### src/hw/rtc_trim_map.vh
`ifndef RTC_TRIM_MAP_VH
`define RTC_TRIM_MAP_VH
// Register indices; each register is one aligned word, so its byte address is four times this
`define IDX_RESTART 16'h2010
`define IDX_COARSE_TOP 16'h201C
`define IDX_COARSE_MID 16'h201D
`define IDX_COARSE_LOW_FINE 16'h201E
`define IDX_STATUS 16'h2020
// Byte addresses on the register bus
`define ADDR_RESTART 16'h8040
`define ADDR_COARSE_TOP 16'h8070
`define ADDR_COARSE_MID 16'h8074
`define ADDR_COARSE_LOW_FINE 16'h8078
`define ADDR_STATUS 16'h8080
// Field positions
`define RESTART_BIT 0
`define COARSE_TOP_W 3
`define FINE_W 2
// Reset values
`define RST_COARSE_TOP 8'h04
`define RST_COARSE_MID 8'h00
`define RST_COARSE_LOW_FINE 8'h00
// Trim limits
`define COARSE_MIN 17'h0FFBF
`define COARSE_MAX 17'h10040
// Last sub-second count before the counter wraps to zero on the next 32 kHz tick
`define SUBSEC_TICKS 15'h7FFF
// 200 MHz to 32768 Hz tick divisor (integer part)
`define TICK_DIV 13'h17D7
`endif

### src/hw/subsec_counter.v
`timescale 1ns/1ps
`default_nettype none
module subsec_counter #(
	parameter WIDTH = 15
) (
	input wire aclk,
	input wire aresetn,
	input wire tick,
	input wire restart,
	output reg [WIDTH-1:0] count_q
);
	// Counts time-base ticks; restart wins over a tick
	always @(posedge aclk) begin
		if (!aresetn || restart) begin
			count_q <= {WIDTH{1'b0}};
		end else if (tick) begin
			count_q <= count_q + {{(WIDTH-1){1'b0}}, 1'b1};
		end
	end
endmodule // subsec_counter
`default_nettype wire

### src/hw/rtc_rate_trim.v
// Register access over AXI4-Lite is this design's own decision.
`timescale 1ns/1ps
`default_nettype none
`include "rtc_trim_map.vh"
module rtc_rate_trim #(
	parameter TICK_DIV = `TICK_DIV
) (
	input wire aclk,
	input wire aresetn,
	input wire backup_ok,
	input wire sleep_mode,
	input wire [15:0] s_axi_awaddr,
	input wire s_axi_awvalid,
	output wire s_axi_awready,
	input wire [31:0] s_axi_wdata,
	input wire [3:0] s_axi_wstrb,
	input wire s_axi_wvalid,
	output wire s_axi_wready,
	output reg [1:0] s_axi_bresp,
	output reg s_axi_bvalid,
	input wire s_axi_bready,
	input wire [15:0] s_axi_araddr,
	input wire s_axi_arvalid,
	output wire s_axi_arready,
	output reg [31:0] s_axi_rdata,
	output reg [1:0] s_axi_rresp,
	output reg s_axi_rvalid,
	input wire s_axi_rready,
	output reg [18:0] trim_value,
	output reg trim_active,
	output wire time_tick,
	output wire [14:0] subsec_count
);
	reg [7:0] coarse_top_q;
	reg [7:0] coarse_mid_q;
	reg [7:0] coarse_low_fine_q;
	reg [15:0] aw_addr_q;
	reg aw_full_q;
	reg [31:0] w_data_q;
	reg w_strb0_q;
	reg w_full_q;
	reg [12:0] div_q;
	reg restart_q;
	reg range_ok;
	wire do_write;
	wire [16:0] coarse;
	// Last divider count before it wraps
	localparam integer DIV_LAST = TICK_DIV - 1;
	// Three-stage synchronisers for the two level pins
	reg [2:0] backup_sync_q;
	reg backup_q;
	reg [2:0] sleep_sync_q;
	reg sleep_q;

	// Backup-supply pin: not cleared by the core reset, supply loss must act at any time
	always @(posedge aclk) begin
		backup_sync_q <= {backup_sync_q[1:0], backup_ok};
	end

	// Filtered backup level moves only once stages two and three agree
	always @(posedge aclk) begin
		if (backup_sync_q[1] == backup_sync_q[2]) begin
			backup_q <= backup_sync_q[2];
		end
	end

	// Sleep pin: same filter, cleared by the core reset
	always @(posedge aclk) begin
		if (!aresetn) begin
			sleep_sync_q <= 3'h0;
			sleep_q <= 1'b0;
		end else begin
			sleep_sync_q <= {sleep_sync_q[1:0], sleep_mode};
			if (sleep_sync_q[1] == sleep_sync_q[2]) begin
				sleep_q <= sleep_sync_q[2];
			end
		end
	end

	// Capture address and data independently, in either order
	assign s_axi_awready = !aw_full_q && !s_axi_bvalid;
	assign s_axi_wready = !w_full_q && !s_axi_bvalid;
	assign do_write = aw_full_q && w_full_q && !s_axi_bvalid;
	assign s_axi_arready = !s_axi_rvalid;

	always @(posedge aclk) begin
		if (!aresetn) begin
			aw_full_q <= 1'b0;
			w_full_q <= 1'b0;
			aw_addr_q <= 16'h0000;
			w_data_q <= 32'h00000000;
			w_strb0_q <= 1'b0;
			s_axi_bvalid <= 1'b0;
			s_axi_bresp <= 2'h0;
		end else begin
			if (s_axi_awvalid && s_axi_awready) begin
				aw_full_q <= 1'b1;
				aw_addr_q <= s_axi_awaddr;
			end
			if (s_axi_wvalid && s_axi_wready) begin
				w_full_q <= 1'b1;
				w_data_q <= s_axi_wdata;
				w_strb0_q <= s_axi_wstrb[0];
			end
			if (do_write) begin
				aw_full_q <= 1'b0;
				w_full_q <= 1'b0;
				s_axi_bvalid <= 1'b1;
				s_axi_bresp <= (aw_addr_q == `ADDR_RESTART || aw_addr_q == `ADDR_COARSE_TOP ||
					aw_addr_q == `ADDR_COARSE_MID || aw_addr_q == `ADDR_COARSE_LOW_FINE ||
					aw_addr_q == `ADDR_STATUS) ? 2'h0 : 2'h2;
			end else if (s_axi_bvalid && s_axi_bready) begin
				s_axi_bvalid <= 1'b0;
			end
		end
	end

	// Trim fields: reset only while backup supply is lost; otherwise kept
	always @(posedge aclk) begin
		if (!backup_q) begin
			coarse_top_q <= `RST_COARSE_TOP;
			coarse_mid_q <= `RST_COARSE_MID;
			coarse_low_fine_q <= `RST_COARSE_LOW_FINE;
		end else if (do_write && w_strb0_q) begin
			// Separate byte fields, each loaded by a write to its own address
			if (aw_addr_q == `ADDR_COARSE_TOP)
				coarse_top_q <= {5'h00, w_data_q[2:0]};
			if (aw_addr_q == `ADDR_COARSE_MID)
				coarse_mid_q <= w_data_q[7:0];
			if (aw_addr_q == `ADDR_COARSE_LOW_FINE)
				coarse_low_fine_q <= w_data_q[7:0];
		end
	end

	// Restart pulse on a write of one only
	always @(posedge aclk) begin
		if (!aresetn) begin
			restart_q <= 1'b0;
		end else begin
			restart_q <= do_write && w_strb0_q && aw_addr_q == `ADDR_RESTART &&
				w_data_q[`RESTART_BIT];
		end
	end

	// Coarse in the upper 17 bits, fine in the low 2
	assign coarse = {coarse_top_q[2:0], coarse_mid_q, coarse_low_fine_q[7:2]};

	// Range check of what software programmed
	always @* begin
		range_ok = (coarse >= `COARSE_MIN) && (coarse <= `COARSE_MAX);
	end

	// Correction output, suppressed in sleep, values kept
	always @(posedge aclk) begin
		if (!aresetn) begin
			trim_value <= 19'h00000;
			trim_active <= 1'b0;
		end else begin
			trim_value <= {coarse, coarse_low_fine_q[1:0]};
			trim_active <= !sleep_q && range_ok;
		end
	end

	// 32 kHz time-base enable
	always @(posedge aclk) begin
		if (!aresetn || div_q == DIV_LAST[12:0]) begin
			div_q <= 13'h0000;
		end else begin
			div_q <= div_q + 13'h0001;
		end
	end
	assign time_tick = (div_q == 13'h0000);

	subsec_counter #(
		.WIDTH(15)
	) u_subsec (
		.aclk(aclk),
		.aresetn(aresetn),
		.tick(time_tick),
		.restart(restart_q),
		.count_q(subsec_count)
	);

	// Read channel
	always @(posedge aclk) begin
		if (!aresetn) begin
			s_axi_rvalid <= 1'b0;
			s_axi_rdata <= 32'h00000000;
			s_axi_rresp <= 2'h0;
		end else if (s_axi_arvalid && s_axi_arready) begin
			s_axi_rvalid <= 1'b1;
			s_axi_rresp <= 2'h0;
			case (s_axi_araddr)
				`ADDR_RESTART: s_axi_rdata <= 32'h00000000;
				`ADDR_COARSE_TOP: s_axi_rdata <= {24'h000000, coarse_top_q};
				`ADDR_COARSE_MID: s_axi_rdata <= {24'h000000, coarse_mid_q};
				`ADDR_COARSE_LOW_FINE: s_axi_rdata <= {24'h000000, coarse_low_fine_q};
				`ADDR_STATUS: s_axi_rdata <= {15'h0000, subsec_count, trim_active, range_ok};
				default: begin
					s_axi_rdata <= 32'h00000000;
					s_axi_rresp <= 2'h2;
				end
			endcase
		end else if (s_axi_rvalid && s_axi_rready) begin
			s_axi_rvalid <= 1'b0;
		end
	end
endmodule // rtc_rate_trim
`default_nettype wire

### config.mk
export PLATFORM = sky130hd
export DESIGN_NAME = rtc_rate_trim
export DESIGN_NICKNAME = d
export VERILOG_FILES = /design/src/hw/subsec_counter.v /design/src/hw/rtc_rate_trim.v
export VERILOG_INCLUDE_DIRS = /design/src /design/src/hw
export SDC_FILE = /design/constraint.sdc
export NUM_CORES = 1
export LEC_CHECK = 0
export BUFFER_PORTS_ARGS = -buffer_cell sky130_fd_sc_hd__buf_2
export CAP_MARGIN = 0
export CORE_MARGIN = 2
export CORE_UTILIZATION = 25
export CTS_BUF_LIST = sky130_fd_sc_hd__clkbuf_16
export CTS_CLUSTER_SIZE = 16
export DETAILED_ROUTE_END_ITERATION = 8
export PLACE_DENSITY = 0.52
export SETUP_SLACK_MARGIN = 0.05
export SYNTH_ARGS = -nofsm -noshare
export SYNTH_HDL_FRONTEND = slang
export SYNTH_SLANG_ARGS = --single-unit
### constraint.sdc
create_clock -name aclk -period 2.1 [get_ports aclk]
set_input_delay 0.105 -clock aclk [delete_from_list [all_inputs] [get_ports aclk]]
set_output_delay 0.105 -clock aclk [all_outputs]
set_load 0.02 [all_outputs]
==> impl_metrics.toml <==
[detailed_routing]
drt_first_iter_violations = 201
wl_per_cell_um = 13.4
vias = 4517
dr.pass1.iters = 7
routed_wirelength_um = 13800
drcViolationCount = 0
viasPerCell = 4.39
antenna_left = 0

[grt]
grt_pass1_wl_um = 22100
grt_max_degree = 32
grt_overflow = 0
grt_pass1_vias = 4311
grt_usage_pct = 12.7
antenna_found_initial = 0

[power]
pwr-share-seq_pct = 44.3
internal_power_mw = 4.23
clkPwrFrac_pct = 47.9
netSwitchingPower_mw = 1.42
powerDensity_nw_per_um2 = 811
netSwitchingFraction_pct = 25.1
peakVddDrop_mv = 0.531
power.static_leakage_nw = 2.83
combPwrFrac_pct = 7.8

[logic_synthesis]
syn_inst = 584
ys_warn_count = 0
synthFlopType = "dfxtp_1"
avgSynthCellArea_um2 = 8.86
synthDistinctLibCells = 52
ys_async_sr_fraction_pct = 0
synth.cell_area_um2 = 5170
synth-edff-count = 1
synth-seq-cells = 124
seq_area_frac_synth_pct = 48.2

[die]
die_h_um = 148
die_w_um = 148
io_pins = 154
floorplan.initialDensity_pct = 25.5
core_area_um2 = 20300
std_cell_rows = 52
die_area_um2 = 21900

[worst_setup_path]
critical-path-top-delay-family = "simple AND/OR/NAND/NOR gates"
critPathBufInv = 0
crit_chain = "or4_4 > nor4_4 > a21oi_2 > or4_4 > a221oi_2"
crit_path_top_delay_cell = "or4_4"
path_max_fanout = 2
critical_path_class = "reg -> reg"
start_kind = "register"
rr_startpoint = "coarse_mid_q[3]"
max_stage_delay_ps = 550
worstRegToRegCells = 5
cp_common_cell = "or4_4"
crit_path_end_kind = "register"
crit_required_ps = 2430
reg2reg_to = "s_axi_rdata[0]"
worst_ep_arrival_time_ps = 2350
rrSetupSlack_ps = 70

[sta]
setup_ws_ps = 72.6
fin_crit_ps = 2030
hold_slack_ps = 121
setup_viol = 0
worst_pin_slew_ps = 795
max_freq_mhz = 493
max_slew_margin_pct = 47.0
finClkSkew_ps = 11.6
grt_setup_unrepaired = "yes"
period_share_pct = 96.5
fin_setup_tns_ps = 0
drv_slew = 0
hold_viol_final = 0

[hold_path]
min_to = "s_axi_rresp[1]"
min_path_type = "in -> reg"
hold_start = "s_axi_araddr[7]"
whs_path_depth = 4

[run_status]
outcome = "finished, final reports clean"

[clock_tree]
cts_tree = "done"
htreeDepth = 4
clock_latency_ps = 420
cts.path.max_buffers = 2
root_buffer = "clkbuf_16"
cts.sinks = 124
numCtsBuffers = 17
cts.clk_slew.worst_paths_ps = 60

[layout]
drive_gt1_share_pct = 23.9
fin_util_pct = 34.3
fin_nets = 826
final_area_um2 = 6960
mostFrequentLayoutCells = "dfxtp_1, buf_2, nand2_1"
n_antenna_cell = 0
areaGrowthSynthToFinish_pct = 34.5
final_common_cell = "dfxtp_1"

[placed_design]
post-place-ws_ps = 71.8
place_congestion = 0.806
portBuffers = 109
dpl_cell_area_um2 = 6090
hpwlAfterDp_um = 10000

[run]
max_cap_viol_count = 0
[routing by layer]
| metal | up-vias | GRT usage, % | wire [um] |
|---|---|---|---|
| met2 | 108 | 20.4 | 6400 |
| met5 | - | 0 | 0 |
| met3 | 20 | 3.21 | 652 |
| met4 | 0 | 5.10 | 235 |
| met1 | 2091 | 16.4 | 6470 |
| li1 | 2298 | - | - |
[metrics by stage]
step / cells / power [mW]
after global routing: 1028 / 5.91
after floorplan: 600 / 2.81
after global placement: 965 / 2.95
after detailed placement: 965 / 2.95
after CTS: 1027 / 5.74
final: 1028 / 5.64
[power groups by stage]
stage               registers [mW]  clock network [mW]  logic [mW]
floorplan                     2.54                   0       0.273
global placement              2.55                   0       0.397
detailed placement            2.55                   0       0.398
CTS                           2.50                2.80       0.443
global route                  2.51                2.90       0.493
finish                        2.50                2.70       0.438
[kinds of logic after synthesis]
group,after synthesis,share of synthesized area (%)
compound gates,86,10.7
fa+ha+maj,4,0.967
buf+inv,51,5.15
mux,14,2.78
simple gates,279,27.9
xor+xnor,25,4.23
flops,124,48.2
other cells,1,0.0725
[Yosys cell counts (all sizes together) (3+ instances only)]
library cell  instances  area share (%)
and4                  4            0.68
o21ai                20             1.9
nand2b                3            0.36
inv                  10            0.73
nor3                  5            0.70
nand2                96             7.0
nor2b                16             1.9
a21oi                21             2.1
xor2                  8             1.4
and2                 27             3.3
nor2                 41             3.0
dfxtp               123              48
or4                   6            0.94
nor4                 15             2.5
a21boi               28             4.1
mux2i                11             2.1
xnor2                17             2.9
mux2                  3            0.65
nand4                 5            0.60
nor4b                 3            0.51
ha                    4            0.97
a31oi                 6            0.73
clkbuf               20             1.5
nand3                44             4.3
buf                  21             3.0
and3                  4            0.48
[repair_timing]
action / CTS / global route
hold buffers: 30 / 0
setup buffers: 0 / 1
resized for setup: 0 / 3
endpoints found under the hold margin: 29 / 0
setup endpoints to repair: 0 / 1
[flip-flops by register name (all words and copies together), names as in the netlist, 8 cells and up]
| register | flops |
|---|---|
| s_axi_rdata | 17 |
| div_q | 13 |
| u_subsec.count_q | 15 |
| aw_addr_q | 16 |
| w_data_q | 8 |
| coarse_low_fine_q | 8 |
| trim_value | 19 |
| coarse_mid_q | 8 |
[worst max-delay path by stage]
stage / from / endpoint / slack [ps] / cells after the start
after floorplan: coarse_mid_q[5] / s_axi_rdata[0] / 140 / 5
after global placement: coarse_mid_q[5] / s_axi_rdata[0] / 90 / 5
after detailed placement: coarse_mid_q[1] / s_axi_rdata[0] / 70 / 5
after CTS: coarse_mid_q[1] / s_axi_rdata[0] / 50 / 5
after global routing: coarse_mid_q[3] / s_axi_rdata[0] / -30 / 5
final: coarse_mid_q[3] / s_axi_rdata[0] / 70 / 5
[tightest hold or removal path, stage by stage]
cell and delay, ps:
buf_2 90, or3b_2 120, a21oi_1 60, a21oi_1 120
[cell type report]
cell class | instances | area (um^2)
timing repair buffer | 167 | 1060
fill | 2148 | 13300
tap | 270 | 338
inverter | 10 | 37.5
clock inverter | 15 | 125
multi-input combinational | 425 | 2480
clock buffer | 17 | 425
sequential | 124 | 2500
(Power assumes the default switching activity.)
